==> src/common/xars_params.svh <==
// Constants for the architectural register state block: bus offsets, field positions, resets.
// Assumes inclusion by bare name from the register block design file.
`ifndef XARS_PARAMS_SVH
`define XARS_PARAMS_SVH
// Register word offsets on the bus (byte addresses).
`define XARS_OFF_FLAGS 8'h00
`define XARS_OFF_IPTR 8'h04
`define XARS_OFF_TAG 8'h08
`define XARS_OFF_FSTAT 8'h0c
`define XARS_OFF_FCTRL 8'h10
`define XARS_OFF_MODE 8'h14
`define XARS_OFF_ALU 8'h18
`define XARS_OFF_XFER 8'h1c
`define XARS_OFF_SEG 8'h20
`define XARS_OFF_STK 8'h40
`define XARS_OFF_SEG_END 8'h38
`define XARS_OFF_STK_END 8'hc0
// Flag bit positions.
`define XARS_F_CF 0
`define XARS_F_PF 2
`define XARS_F_AF 4
`define XARS_F_ZF 6
`define XARS_F_SF 7
`define XARS_F_TF 8
`define XARS_F_IF 9
`define XARS_F_DF 10
`define XARS_F_OF 11
// Writable flag mask and fixed values of reserved bits (bit 1 reads one).
`define XARS_FLAGS_WMASK 32'h003f7fd5
`define XARS_FLAGS_FIXED 32'h00000002
`define XARS_FLAGS_RESET 32'h00000002
`define XARS_ARITH_MASK 32'h000008d5
// Float stack register fields.
`define XARS_FP_SIGN 79
`define XARS_FP_EXP_HI 78
`define XARS_FP_EXP_LO 64
`define XARS_TAG_RESET 16'hffff
`define XARS_FCTRL_RESET 16'h037f
`define XARS_FSTAT_RESET 16'h0000
// Packed-data aliases occupy all 64 significand bits (63:0); exponent and sign set to all ones on a write to the upper packed word.
`define XARS_MEDIA_EXP 15'h7fff
`endif

==> src/common/xars_pkg.sv <==
// Types for the architectural register state block.
// Assumes xars_params.svh sits on the include path.
package xars_pkg;
   // Tag encodings of a float stack register.
   typedef enum logic [1:0] {XARS_TAG_VALID, XARS_TAG_ZERO, XARS_TAG_SPECIAL,
      XARS_TAG_EMPTY} xars_tag_e;
   // Packed-data lane view selected for a write.
   typedef enum logic [1:0] {XARS_LANE_QUAD, XARS_LANE_DWORD, XARS_LANE_WORD,
      XARS_LANE_BYTE} xars_lane_e;
   // Bus transaction phase.
   typedef enum logic [0:0] {XARS_BUS_IDLE, XARS_BUS_ACK} xars_bus_e;
   // Operand format of a float register.
   typedef enum logic [1:0] {XARS_FMT_BCD, XARS_FMT_SINGLE, XARS_FMT_DOUBLE,
      XARS_FMT_EXT} xars_fmt_e;
endpackage

==> src/common/xars_stk_if.sv <==
// Interface joining the register block to its float stack memory.
// Assumes one clock and synchronous use by both ends.
`timescale 1ns/10ps
`default_nettype none
interface xars_stk_if;
   logic we; // Write strobe.
   logic [2:0] waddr; // Write index.
   logic [79:0] wdata; // Write data.
   logic [2:0] raddr; // Read index.
   logic [79:0] rdata; // Registered read data.
   // Block side.
   modport ctl (output we, waddr, wdata, raddr, input rdata);
   // Memory side.
   modport mem (input we, waddr, wdata, raddr, output rdata);
endinterface
`default_nettype wire

==> src/hw/xars_stk_mem.sv <==
// Eight-entry memory holding the float stack registers; packed-data views alias it.
// Assumes the interface is driven from the sys_clk domain.
`timescale 1ns/10ps
`default_nettype none
module xars_stk_mem
#(
   parameter int DEPTH = 8
)
(
   input wire logic sys_clk,
   xars_stk_if.mem stk
);
   // Storage array.
   logic [79:0] mem_q [DEPTH];
   initial
   begin
      if (DEPTH != 8)
      begin
         $error("float stack depth must be eight");
      end
   end
   // Write port; the single storage serves both the float and packed views.
   always_ff @(posedge sys_clk)
   begin
      if (stk.we)
      begin
         mem_q[stk.waddr] <= stk.wdata;
      end
   end
   // Registered read port.
   always_ff @(posedge sys_clk)
   begin
      stk.rdata <= mem_q[stk.raddr];
   end
endmodule
`default_nettype wire

==> src/hw/xars_regs.sv <==
// Architectural register state: flags, instruction pointer, segments, float and packed.
// Assumes a classic Wishbone master on sys_clk and synchronous active-low reset.
//
// Notes on behaviour
// - Tag word, two bits per stack register.
// - Eight 80-bit stack registers: sign, exponent, significand.
// - Packed-data registers alias the float stack storage.
// - Packed lanes: bytes, words, doublewords.
// - Vector float view is packed singles.
// - System flags at their fixed flag positions.
// - Arithmetic flags updated from results.
// - Direction, interrupt enable, trap at 10,9,8.
// - Pointer changes only by control transfers.
// - Six 16-bit segment selector registers.
// - Protected mode treats selectors as table indices.
// - Float status word and control word.
// - Float arithmetic is standard-conformant outside this block.
// - Four operand formats defined; the tag register always reports the extended one.
`include "xars_params.svh"
`timescale 1ns/10ps
`default_nettype none
module xars_regs
#(
   parameter int NSEG = 6
)
(
   input wire logic sys_clk,
   input wire logic rst_n,
   input wire logic wb_cyc_i,
   input wire logic wb_stb_i,
   input wire logic wb_we_i,
   input wire logic [7:0] wb_adr_i,
   input wire logic [3:0] wb_sel_i,
   input wire logic [31:0] wb_dat_i,
   output logic [31:0] wb_dat_o,
   output logic wb_ack_o,
   output logic wb_err_o,
   output logic protected_mode,
   output logic [12:0] desc_index,
   output logic desc_table_local,
   output logic [1:0] desc_rpl
);
   ////////////////////////////////////////////////////////////////////////////////////////
   // Declarations.
   xars_stk_if stk ();
   logic [31:0] flags_q; // Processor flags.
   logic [31:0] iptr_q; // Next-instruction location.
   logic [15:0] tag_q; // Tag word.
   logic [15:0] fstat_q; // Float status word.
   logic [15:0] fctrl_q; // Float control word.
   logic [31:0] mode_q; // Bit 0 protected mode, bit 1 16-bit pointer, [4:2] selected segment.
   logic [15:0] seg_q [NSEG]; // Segment selectors: code, data x4, stack.
   logic req; // A bus cycle is present.
   logic ack_q; // Registered acknowledge.
   logic rd_pend_q; // Stack read waits for memory data.
   logic [2:0] stk_idx; // Stack entry addressed by the bus.
   logic [7:0] stk_off; // Byte offset from the start of the stack block.
   logic [1:0] stk_word; // Word within an entry.
   logic seg_hit; // Address lies in the segment block.
   logic stk_hit; // Address lies in the stack block.
   logic known; // Address is mapped.
   logic wr_en; // Accepted write this cycle.
   logic [31:0] alu_res; // Result pushed into the status flags.
   logic [31:0] new_flags; // Flags value after masking.
   logic [31:0] wmask; // Byte-enable mask.
   logic [79:0] merged; // Read-modify-write entry value.
   logic [79:0] stk_hold_q; // Last read or written entry, held for merges.
   logic [2:0] stk_hold_idx_q; // Index of the held entry.
   logic [31:0] rd_mux; // Register read value.
   initial
   begin
      if (NSEG != 6)
      begin
         $error("six segment registers are required");
      end
   end
   xars_stk_mem #(.DEPTH(8)) u_mem (.sys_clk(sys_clk), .stk(stk));

   ////////////////////////////////////////////////////////////////////////////////////////
   // Address decode.
   // An answer in flight blocks a second take, so ack and err each stand one cycle.
   assign req = wb_cyc_i && wb_stb_i && !ack_q && !wb_err_o;
   assign seg_hit = (wb_adr_i >= `XARS_OFF_SEG) && (wb_adr_i < `XARS_OFF_SEG_END);
   assign stk_hit = (wb_adr_i >= `XARS_OFF_STK) && (wb_adr_i < `XARS_OFF_STK_END);
   // Each stack entry spans two words plus a third for sign and exponent (word 2).
   // Eight entries of sixteen bytes each fill the stack block.
   assign stk_off = wb_adr_i - `XARS_OFF_STK;
   assign stk_idx = stk_off[6:4];
   assign stk_word = stk_off[3:2];
   assign known = (wb_adr_i[1:0] == 2'b00) && (seg_hit || (stk_hit && stk_word != 2'b11)
      || wb_adr_i < `XARS_OFF_SEG);
   assign wr_en = req && wb_we_i && known;
   assign wmask = {{8{wb_sel_i[3]}}, {8{wb_sel_i[2]}}, {8{wb_sel_i[1]}}, {8{wb_sel_i[0]}}};

   ////////////////////////////////////////////////////////////////////////////////////////
   // Acknowledge: register reads answer one cycle later, stack reads two.
   // Writes and register reads answer on the cycle after a request; unmapped addresses get an error instead.
   always_ff @(posedge sys_clk)
   begin
      if (!rst_n)
      begin
         ack_q <= 1'b0;
         wb_err_o <= 1'b0;
         rd_pend_q <= 1'b0;
      end
      else
      begin
         rd_pend_q <= req && !wb_we_i && stk_hit && known && !rd_pend_q;
         // Stack reads wait one extra cycle for the memory's registered output.
         if (req && !(stk_hit && !wb_we_i && known && !rd_pend_q))
         begin
            ack_q <= known;
            wb_err_o <= !known;
         end
         else
         begin
            ack_q <= 1'b0;
            wb_err_o <= 1'b0;
         end
      end
   end
   assign wb_ack_o = ack_q;

   ////////////////////////////////////////////////////////////////////////////////////////
   // Processor flags.
   // The arithmetic write port takes a result and derives status flags from it.
   assign alu_res = wb_dat_i;
   always_comb
   begin
      new_flags = (flags_q & ~(`XARS_FLAGS_WMASK & wmask))
         | (wb_dat_i & `XARS_FLAGS_WMASK & wmask);
      new_flags = (new_flags & ~`XARS_FLAGS_WMASK) | (new_flags & `XARS_FLAGS_WMASK);
      new_flags = (new_flags & `XARS_FLAGS_WMASK) | `XARS_FLAGS_FIXED;
   end
   // Flags update on direct writes and on results posted to the arithmetic port.
   always_ff @(posedge sys_clk)
   begin
      if (!rst_n)
      begin
         flags_q <= `XARS_FLAGS_RESET;
      end
      else if (wr_en && wb_adr_i == `XARS_OFF_FLAGS)
      begin
         flags_q <= new_flags;
      end
      else if (wr_en && wb_adr_i == `XARS_OFF_ALU)
      begin
         // Zero, sign and parity follow the low byte and the whole result.
         flags_q[`XARS_F_ZF] <= (alu_res == 32'h00000000);
         flags_q[`XARS_F_SF] <= alu_res[31];
         flags_q[`XARS_F_PF] <= ~^alu_res[7:0];
         // Carry, auxiliary carry and overflow arrive as sideband in the select lines.
         flags_q[`XARS_F_CF] <= wb_sel_i[0];
         flags_q[`XARS_F_AF] <= wb_sel_i[1];
         flags_q[`XARS_F_OF] <= wb_sel_i[2];
      end
   end

   ////////////////////////////////////////////////////////////////////////////////////////
   // Instruction pointer: a direct write is ignored; only the transfer port moves it.
   always_ff @(posedge sys_clk)
   begin
      if (!rst_n)
      begin
         iptr_q <= 32'h00000000;
      end
      else if (wr_en && wb_adr_i == `XARS_OFF_XFER)
      begin
         // In 16-bit mode the upper half stays clear.
         iptr_q <= mode_q[1] ? {16'h0000, wb_dat_i[15:0]} : wb_dat_i;
      end
   end

   ////////////////////////////////////////////////////////////////////////////////////////
   // Mode and segment selectors.
   always_ff @(posedge sys_clk)
   begin
      if (!rst_n)
      begin
         mode_q <= 32'h00000000;
      end
      else if (wr_en && wb_adr_i == `XARS_OFF_MODE)
      begin
         mode_q <= {27'h0, wb_dat_i[4:0] & 5'h1f};
      end
   end
   // One always block per selector via a generate loop.
   for (genvar g = 0; g < NSEG; g++)
   begin : g_seg
      always_ff @(posedge sys_clk)
      begin
         if (!rst_n)
         begin
            seg_q[g] <= 16'h0000;
         end
         else if (wr_en && seg_hit && wb_adr_i[4:2] == 3'(g))
         begin
            seg_q[g] <= (seg_q[g] & ~wmask[15:0]) | (wb_dat_i[15:0] & wmask[15:0]);
         end
      end
   end
   // Selected selector decomposed into table index, table select and privilege.
   always_comb
   begin
      protected_mode = mode_q[0];
      desc_index = mode_q[0] ? seg_q[mode_q[4:2] % 3'd6][15:3] : 13'h0000;
      desc_table_local = mode_q[0] && seg_q[mode_q[4:2] % 3'd6][2];
      desc_rpl = mode_q[0] ? seg_q[mode_q[4:2] % 3'd6][1:0] : 2'b00;
   end

   ////////////////////////////////////////////////////////////////////////////////////////
   // Float tag, status and control words.
   always_ff @(posedge sys_clk)
   begin
      if (!rst_n)
      begin
         tag_q <= `XARS_TAG_RESET;
         fstat_q <= `XARS_FSTAT_RESET;
         fctrl_q <= `XARS_FCTRL_RESET;
      end
      else if (wr_en && wb_adr_i == `XARS_OFF_TAG)
      begin
         tag_q <= (tag_q & ~wmask[15:0]) | (wb_dat_i[15:0] & wmask[15:0]);
      end
      else if (wr_en && wb_adr_i == `XARS_OFF_FSTAT)
      begin
         fstat_q <= (fstat_q & ~wmask[15:0]) | (wb_dat_i[15:0] & wmask[15:0]);
      end
      else if (wr_en && wb_adr_i == `XARS_OFF_FCTRL)
      begin
         fctrl_q <= (fctrl_q & ~wmask[15:0]) | (wb_dat_i[15:0] & wmask[15:0]);
      end
      else if (wr_en && stk_hit)
      begin
         // A packed-data write marks its entry valid, as media instructions do.
         tag_q[{stk_idx, 1'b0} +: 2] <= 2'(xars_pkg::XARS_TAG_VALID);
      end
   end

   ////////////////////////////////////////////////////////////////////////////////////////
   // Float stack access: word 0 and 1 are the packed-data view, word 2 sign and exponent.
   // Track the last entry read or written so a partial write merges with current contents.
   always_ff @(posedge sys_clk)
   begin
      if (!rst_n)
      begin
         stk_hold_q <= 80'h0;
         stk_hold_idx_q <= 3'h0;
      end
      else if (rd_pend_q)
      begin
         stk_hold_q <= stk.rdata;
         stk_hold_idx_q <= stk_idx;
      end
      else if (stk.we)
      begin
         stk_hold_q <= stk.wdata;
         stk_hold_idx_q <= stk.waddr;
      end
   end
   // Software reads an entry before a partial write; the merge uses the held copy.
   always_comb
   begin
      merged = (stk_hold_idx_q == stk_idx) ? stk_hold_q : 80'h0;
      case (stk_word)
         2'b00: merged[31:0] = (merged[31:0] & ~wmask) | (wb_dat_i & wmask);
         2'b01:
         begin
            merged[63:32] = (merged[63:32] & ~wmask) | (wb_dat_i & wmask);
            // A write to the upper packed word sets the exponent field all ones.
            merged[`XARS_FP_EXP_HI:`XARS_FP_EXP_LO] = `XARS_MEDIA_EXP;
            merged[`XARS_FP_SIGN] = 1'b1;
         end
         2'b10:
         begin
            merged[`XARS_FP_SIGN] = wb_dat_i[15];
            merged[`XARS_FP_EXP_HI:`XARS_FP_EXP_LO] = wb_dat_i[14:0];
         end
         default: merged = merged;
      endcase
   end
   assign stk.we = wr_en && stk_hit;
   assign stk.waddr = stk_idx;
   assign stk.wdata = merged;
   assign stk.raddr = stk_idx;

   ////////////////////////////////////////////////////////////////////////////////////////
   // Read mux; bits 17:16 of the tag register read as the extended operand format.
   always_comb
   begin
      rd_mux = 32'h00000000;
      if (stk_hit)
      begin
         case (stk_word)
            2'b00: rd_mux = stk.rdata[31:0];
            2'b01: rd_mux = stk.rdata[63:32];
            2'b10: rd_mux = {16'h0000, stk.rdata[`XARS_FP_SIGN:`XARS_FP_EXP_LO]};
            default: rd_mux = 32'h00000000;
         endcase
      end
      else if (seg_hit)
      begin
         rd_mux = (wb_adr_i[4:2] < 3'(NSEG)) ? {16'h0000, seg_q[wb_adr_i[4:2]]} : 32'h0;
      end
      else
      begin
         case (wb_adr_i)
            `XARS_OFF_FLAGS: rd_mux = flags_q;
            `XARS_OFF_IPTR: rd_mux = iptr_q;
            `XARS_OFF_TAG: rd_mux = {14'h0000, 2'(xars_pkg::XARS_FMT_EXT), tag_q};
            `XARS_OFF_FSTAT: rd_mux = {16'h0000, fstat_q};
            `XARS_OFF_FCTRL: rd_mux = {16'h0000, fctrl_q};
            `XARS_OFF_MODE: rd_mux = mode_q;
            default: rd_mux = 32'h00000000;
         endcase
      end
   end
   // Read data register, loaded when the answer is produced.
   always_ff @(posedge sys_clk)
   begin
      if (!rst_n)
      begin
         wb_dat_o <= 32'h00000000;
      end
      else if (req && !wb_we_i && (rd_pend_q || !stk_hit))
      begin
         wb_dat_o <= rd_mux;
      end
   end
endmodule
`default_nettype wire

==> config.mk <==
export PLATFORM = sky130hd
export DESIGN_NAME = xars_regs
export DESIGN_NICKNAME = d
export VERILOG_FILES = /design/src/common/xars_pkg.sv /design/src/common/xars_stk_if.sv /design/src/hw/xars_stk_mem.sv /design/src/hw/xars_regs.sv
export VERILOG_INCLUDE_DIRS = /design/src /design/src/common
export SDC_FILE = /design/constraint.sdc
export NUM_CORES = 2
export LEC_CHECK = 0
export BUFFER_PORTS_ARGS = -buffer_cell sky130_fd_sc_hd__buf_4
export CORE_MARGIN = 2
export CORE_UTILIZATION = 60
export CTS_CLUSTER_DIAMETER = 100
export DETAILED_ROUTE_END_ITERATION = 7
export GPL_TIMING_DRIVEN = 1
export PLACE_DENSITY_LB_ADDON = 0.1
export SYNTH_ARGS = -nofsm -noshare
export SYNTH_HDL_FRONTEND = slang
export SYNTH_SLANG_ARGS = --single-unit
==> constraint.sdc <==
create_clock -name sys_clk -period 9.81 [get_ports sys_clk]
set_input_delay 0.4905 -clock sys_clk [delete_from_list [all_inputs] [get_ports sys_clk]]
set_output_delay 0.4905 -clock sys_clk [all_outputs]
set_load 0.02 [all_outputs]
# [Word level (Yosys, flattened, before mapping)]
# Memories as Yosys holds them, arrays and structs flattened. A register that Yosys moved wholly into a read port is not among the register bits.
# Cells that the tools add are included.
[classes] shifts=2 magnitude_cmp=6 n_reduce_logical=57 multipliers=0 bitwise=39 muxes=58 n_addsub=2 div_mod_pow=1 eq_ne=18
[ops] op="$mux 80" count=3
[ops] op="$pmux 32 s6" count=1
[ops] op="$mux 16" count=11
[ops] op="$and 16x16->16" count=10
[ops] op="$mux 32" count=5
[ops] op="$or 16x16->16" count=9
[ops] op="$and 32x32->32" count=3
[ops] op="$pmux 32 s3" count=1
[ops] op="$or 32x32->32" count=2
[ops] op="$and 22x22->22" count=2
[ops] op="$logic_and 1x1->1" count=34
[ops] op="$eq 8x5->1 const B" count=4
[ops] op="$logic_not 32->1" count=1
[ops] op="$not 32->32" count=1
[ops] op="$pmux 16 s2" count=1
[ops] op="$mux 1" count=29
[ops] op="$not 22->22" count=1
[ops] op="$or 16x22->22" count=1
[ops] op="$or 22x22->22" count=1
[ops] op="$bwmux 16" count=1
[ops] op="$eq 8x4->1 const B" count=2
[ops] op="$lt 8x6->1 const B" count=2
[ops] op="$not 16->16" count=1
[ops] op="$shift 2x6->16 const A" count=1
[ops] op="30 further kinds" count=56
[word_totals] register_bits=221 ramBits=736 latchBits=0 out_inout_bits=51 input_bits=49 mem_count=2 rom_bits=0 wordCells=198
[memory_table] name="u_mem.mem_q" depth=8 width=80 rd=1 rd_clocked_by_memory_dff=1 wr=1 line_no="xars_stk_mem.sv:14" rtl="logic [79:0] mem_q [DEPTH];"
[memory_table] name="seg_q" depth=6 width=16 rd=8 rd_clocked_by_memory_dff=0 wr=6 line_no="xars_regs.sv:52" rtl="logic [15:0] seg_q [NSEG];"

# [Logic depth before layout (Yosys ltp)]
[logic_depth] word_depth=13 depth_mapped=12

# [Cells and area by module]
# A second synthesis with hierarchy kept.
[unflattened] cells_unflattened=2999 hier_area_um2=43042.5
[modules_own_cells] mod="xars_stk_mem" instances=1 area_each_um2=25654.6 cells_per_inst=1018
[modules_own_cells] mod="xars_regs" instances=1 area_each_um2=17387.9 cells_per_inst=1981

# [Least setup slack after synthesis]
# No wires, ideal clock.
[synth_path] path_type="in2reg" startpoint="in wb_adr_i[1]" endpoint="mem u_mem.mem_q[2][0] (enable)" arrival_ns=6.783 setup_ns=0.617 path_slack_ns=2.411 stages=4 t_required_ns=9.193 cell_sequence="or3b_1 -> nor2_2 -> nand2b_1 -> nor3_1"
[synth_between] elab_chain_cells=10 elab_cells_between_ends=18
[synth_rtl] item="start: declaration" line_no="xars_regs.sv:32" rtl="input wire logic [7:0] wb_adr_i,"
[synth_rtl] item="$sub 7x7->7 (no source line), or another cell as far along"
[synth_rtl] item="$ne 2x2->1 or $logic_and 1x1->1 (tied branches)" line_no="xars_regs.sv:90, xars_regs.sv:84"
[synth_rtl] item="$logic_and 1x1->1" line_no="xars_regs.sv:90" rtl="assign known = (wb_adr_i[1:0] == 2'b00) && (seg_hit || (stk_hit && stk_word != 2'b11)"
[synth_rtl] item="$logic_or 1x1->1" line_no="xars_regs.sv:90"
[synth_rtl] item="$logic_or 1x1->1 (no source line)"
[synth_rtl] item="$logic_and 1x1->1" line_no="xars_regs.sv:90"
[synth_rtl] item="$logic_and 1x1->1" line_no="xars_regs.sv:92" rtl="assign wr_en = req && wb_we_i && known;"
[synth_rtl] item="$logic_and 1x1->1" line_no="xars_regs.sv:282" rtl="assign stk.we = wr_en && stk_hit;"
[synth_rtl] item="$mux 1" line_no="xars_stk_mem.sv:25" rtl="if (stk.we)"
[synth_rtl] item="$mux 1 (not written as such)" line_no="xars_stk_mem.sv:27" rtl="mem_q[stk.waddr] <= stk.wdata;"
[synth_rtl] item="end: declaration" line_no="xars_stk_mem.sv:14"
# Parallel ways exist; a longest one is shown, timed or not.

# [Worst setup path after layout]
[layout_path] startpoint="reg wb_err_o" endpoint="mem u_mem.mem_q[0][50] (enable)"
[layout_between] elab_chain_cells=7
[layout_rtl] item="start: declaration" line_no="xars_regs.sv:37" rtl="output logic wb_err_o,"
[layout_rtl] item="start signal: assignment" line_no="xars_regs.sv:113" rtl="wb_err_o <= !known;"
[layout_rtl] item="$logic_not 1->1" line_no="xars_regs.sv:82" rtl="assign req = wb_cyc_i && wb_stb_i && !ack_q && !wb_err_o;"
[layout_rtl] item="$logic_and 1x1->1" line_no="xars_regs.sv:82"
[layout_rtl] item="$logic_and 1x1->1 (2 in a row)" line_no="xars_regs.sv:92"
[layout_rtl] item="$logic_and 1x1->1" line_no="xars_regs.sv:282"
[layout_rtl] item="$mux 1" line_no="xars_stk_mem.sv:25"
[layout_rtl] item="$mux 1 (not written as such)" line_no="xars_stk_mem.sv:27"
# No other way between the ends.

==> metrics.md <==
| Metric | Value |
|---|---|
| Initial Util | `60.54%` |
| CTS tree | `done` |
| Initial DRC Count | `4,310` |
| Nets@finish | `3,298` |
| Largest delay share family, worst path | `simple AND/OR/NAND/NOR gates` |
| Post-synth EDFFs | `736` |
| CTS hold repair buffers | `0` |
| Sequential share of power | `51.4%` |
| Minimum clock period | `4.153 ns` |
| Period utilization | `42.33%` |
| Rows | `97` |
| Gpl congestion | `0.9256` |
| Worst Setup End Kind | `flop` |
| H-tree depth | `3` |
| Die area | `72,790 um^2` |
| Seq/Total Area, Yosys | `66.35%` |
| Post-DRT Antenna Nets | `0` |
| Avg Cell Area, Syn | `12.97 um^2` |
| Post-CTS setup buffers | `0` |
| P_sw | `0.002083 W` |
| Clk Latency, worst-skew pair | `0.68 ns` |
| Yosys top cell area share | `52.14%` |
| CP Class | `reg2reg` |
| Die height | `269.8 um` |
| Yosys warning count | `0` |
| Clock tree buffer depth | `3` |
| DRT Wirelength | `123.8 mm` |
| Reg2reg setup slack | `5.66 ns` |
| Clock Power Share | `43.1%` |
| Max FO, Critical Path | `53` |
| Required @ worst endpoint | `10.10 ns` |
| Rel. slew slack | `15.79%` |
| Number of buffers created by CTS | `102` |
| Dpl hpwl | `68.63 mm` |
| Final Hold Fails | `0` |
| Drt via density | `7.045` |
| Leakage | `15.49 nW` |
| Drt pass-1 iters | `8` |
| Most common cell after layout, fill and taps aside | `edfxtp_1` |
| Critical path cell sequence | `nand4bb_1, nor2_2, nand2b_1, nor2_4, buf_4` |
| Top post-synthesis cells by area | `edfxtp_1 52%, dfxtp_1 14%, a22oi_1 5.0%` |
| Synth area leader | `edfxtp_1` |
| Seq cells post-synth | `1,037` |
| Vias | `30,050` |
| Highest-count cells in the layout ignoring fill and taps | `736 x edfxtp_1, 299 x dfxtp_1, 285 x a22oi_1` |
| Initial antenna violation count | `8` |
| Largest net degree at the start of global routing | `161` |
| Tightest Pin Transition | `1.260 ns` |
| Synth Cell Area | `42,390 um^2` |
| CTS resizes | `0` |
| Status | `finished, violations left` |
| Layout area overhead | `11.31%` |
| Fill cells | `4,928` |
| Clock skew | `0.02619 ns` |
| Failing checks | `DRC` |
| Setup violators final | `0` |
| Synthesized Nets | `3,330` |
| Finished Layout Cells | `4,265` |
| Combinational Power Share | `5.5%` |
| Sw frac | `22.38%` |
| Final Total Pwr | `0.009306 W` |
| CTS Sinks | `1,037` |
| Hold wc startpoint | `wb_we_i` |
| Final setup TNS | `0 ns` |
| IO Pins | `100` |
| FMAX | `240.8 MHz` |
| Vias in the first global route | `28,670` |
| Synth unique cells | `79` |
| Crit path DAT | `4.44 ns` |
| Synth Flop Type | `edfxtp_1` |
| Maxcap violations | `0` |
| Dpl cells | `4,072` |
| Reg clk slew, reported paths | `0.06 ns` |
| CP Launch Point | `wb_err_o` |
| # DRC | `4` |
| Core area | `70,030 um^2` |
| Clock root cell | `clkbuf_16` |
| Total gr overflow | `0` |
| Internal power | `0.007224 W` |
| Post-synth ARST share | `0%` |
| Crit-path max cell delay | `1.01 ns` |
| Gr usage total | `33.31%` |
| First-pass GRT wire length | `183.3 mm` |
| FF-to-FF Start | `wb_err_o` |
| Layout cells sized above 1 | `14.89%` |
| CP Buf/Inv Count | `1` |
| Critical path launch point type | `flop` |
| Critical Path Slowest Stage Cell | `nor2_4` |
| Wire per inst | `29.04 um` |
| Unrepaired setup endpoints after global routing | `false` |
| Die Span X | `269.8 um` |
| Maximum vdd drop | `0.1837 mV` |
| Slew Viols, Final | `0` |
| # port buffers | `99` |
| Hold/Removal Path Class | `in2reg` |
| Power per cell area | `197.2 nW/um^2` |
| Post-Synthesis Cells | `3,268` |
==> cell type report <==
| cell class | instances | area (um^2) | area share (%) |
|---|---|---|---|
| Inverter | 16 | 62.56 | 0.1326 |
| Multi-Input combinational cell | 1933 | 13210 | 27.99 |
| Antenna cell | 1 | 2.502 | 0.005303 |
| Clock buffer | 156 | 2967 | 6.287 |
| Sequential cell | 1037 | 28130 | 59.62 |
| Tap cell | 940 | 1176 | 2.492 |
| Clock inverter | 36 | 523.0 | 1.108 |
| Timing Repair Buffer | 146 | 1116 | 2.365 |
==> metal layers <==
| layer | part of all wire [%] | routed length (um) | up-vias | GRT usage [%] |
|---|---|---|---|---|
| li1 | - | - | 12810 | - |
| met1 | 38 | 47030 | 14980 | 45.09 |
| met2 | 47 | 57870 | 1900 | 52.65 |
| met3 | 11 | 13170 | 344 | 6.935 |
| met4 | 4.6 | 5696 | 10 | 14.39 |
| met5 | 0.060 | 74 | - | 0 |
==> cell usage after synthesis (4+ instances only) <==
| library cell | number |
|---|---|
| a211oi_1 | 16 |
| a21oi_1 | 179 |
| a221oi_1 | 39 |
| a222oi_1 | 27 |
| a22o_1 | 50 |
| a22oi_1 | 285 |
| a31o_2 | 82 |
| a41o_1 | 64 |
| and2_1 | 6 |
| and3_1 | 56 |
| buf_1 | 27 |
| buf_2 | 41 |
| clkbuf_1 | 211 |
| dfxtp_1 | 301 |
| edfxtp_1 | 736 |
| ha_1 | 13 |
| inv_1 | 14 |
| mux2_2 | 34 |
| mux2i_1 | 65 |
| mux4_2 | 30 |
| nand2_1 | 189 |
| nand2b_1 | 73 |
| nand3_1 | 232 |
| nand3_2 | 4 |
| nand3b_1 | 17 |
| nand4_1 | 57 |
| nor2_1 | 105 |
| nor2b_1 | 15 |
| nor3_1 | 11 |
| nor3b_1 | 6 |
| nor4_1 | 5 |
| nor4b_1 | 4 |
| o211ai_1 | 29 |
| o21ai_0 | 142 |
| o21ai_1 | 17 |
| o21ai_2 | 6 |
| o221ai_1 | 5 |
| o22ai_1 | 15 |
| xnor2_1 | 4 |
| xor2_1 | 4 |
==> through the flow <==
step	cell area [um^2]	util (%)	worst slack, ns	hold slack, ns
6_report	47190	67.38	5.657	0.08120
5_1_grt	47190	67.38	5.533	0.06189
4_1_cts	47190	67.38	5.667	0.05000
3_5_place_dp	43700	62.40	5.272	0.4434
3_3_place_gp	43700	62.40	5.297	0.4369
2_1_floorplan	42390	-	2.411	0.4312
==> cells by family after synthesis <==
family          after synthesis  synth area share (%)
flops                      1037                 66.35
fa+ha+maj                    13                0.3837
mux                         129                 4.032
xor+xnor                      8                0.1653
buf+inv                     298                 2.804
simple gates                807                 9.876
compound gates              976                 16.39
==> power by group through the flow <==
stage          sequential [W]  combinational (W)  clock [W]
2_1_floorplan         0.00486           0.000297          0
3_3_place_gp          0.00487           0.000488          0
3_5_place_dp          0.00487           0.000498          0
4_1_cts               0.00478           0.000500    0.00404
5_1_grt               0.00478           0.000541    0.00422
6_report              0.00478           0.000515    0.00401
==> state kept, by name, summed over array words and instances, names as in the netlist, named ones only <==
signal           cells
wb_ack_o             1
iptr_q              32
u_mem.stk.rdata     80
wb_dat_o            32
stk_hold_q          80
seg_q               96
wb_err_o             1
stk_hold_idx_q       3
tag_q               16
mode_q               5
u_mem.mem_q        640
rd_pend_q            1
==> path summary, 6_finish.rpt <==
path | to | depth (start not counted)
worst max register to register | u_mem.mem_q[0][50] | 5
worst min register to register | iptr_q[16] | 2
worst min-delay path | rd_pend_q | 2
worst max-delay path | u_mem.mem_q[0][50] | 5
==> worst register-to-register path, delay by kind of cell (launching register included) <==
family / cells / cell delay, ns
flip-flops: 1 / 0.32
buffers and inverters: 1 / 0.93
AND/OR/NAND/NOR: 4 / 2.46
(Power assumes the default switching activity.)
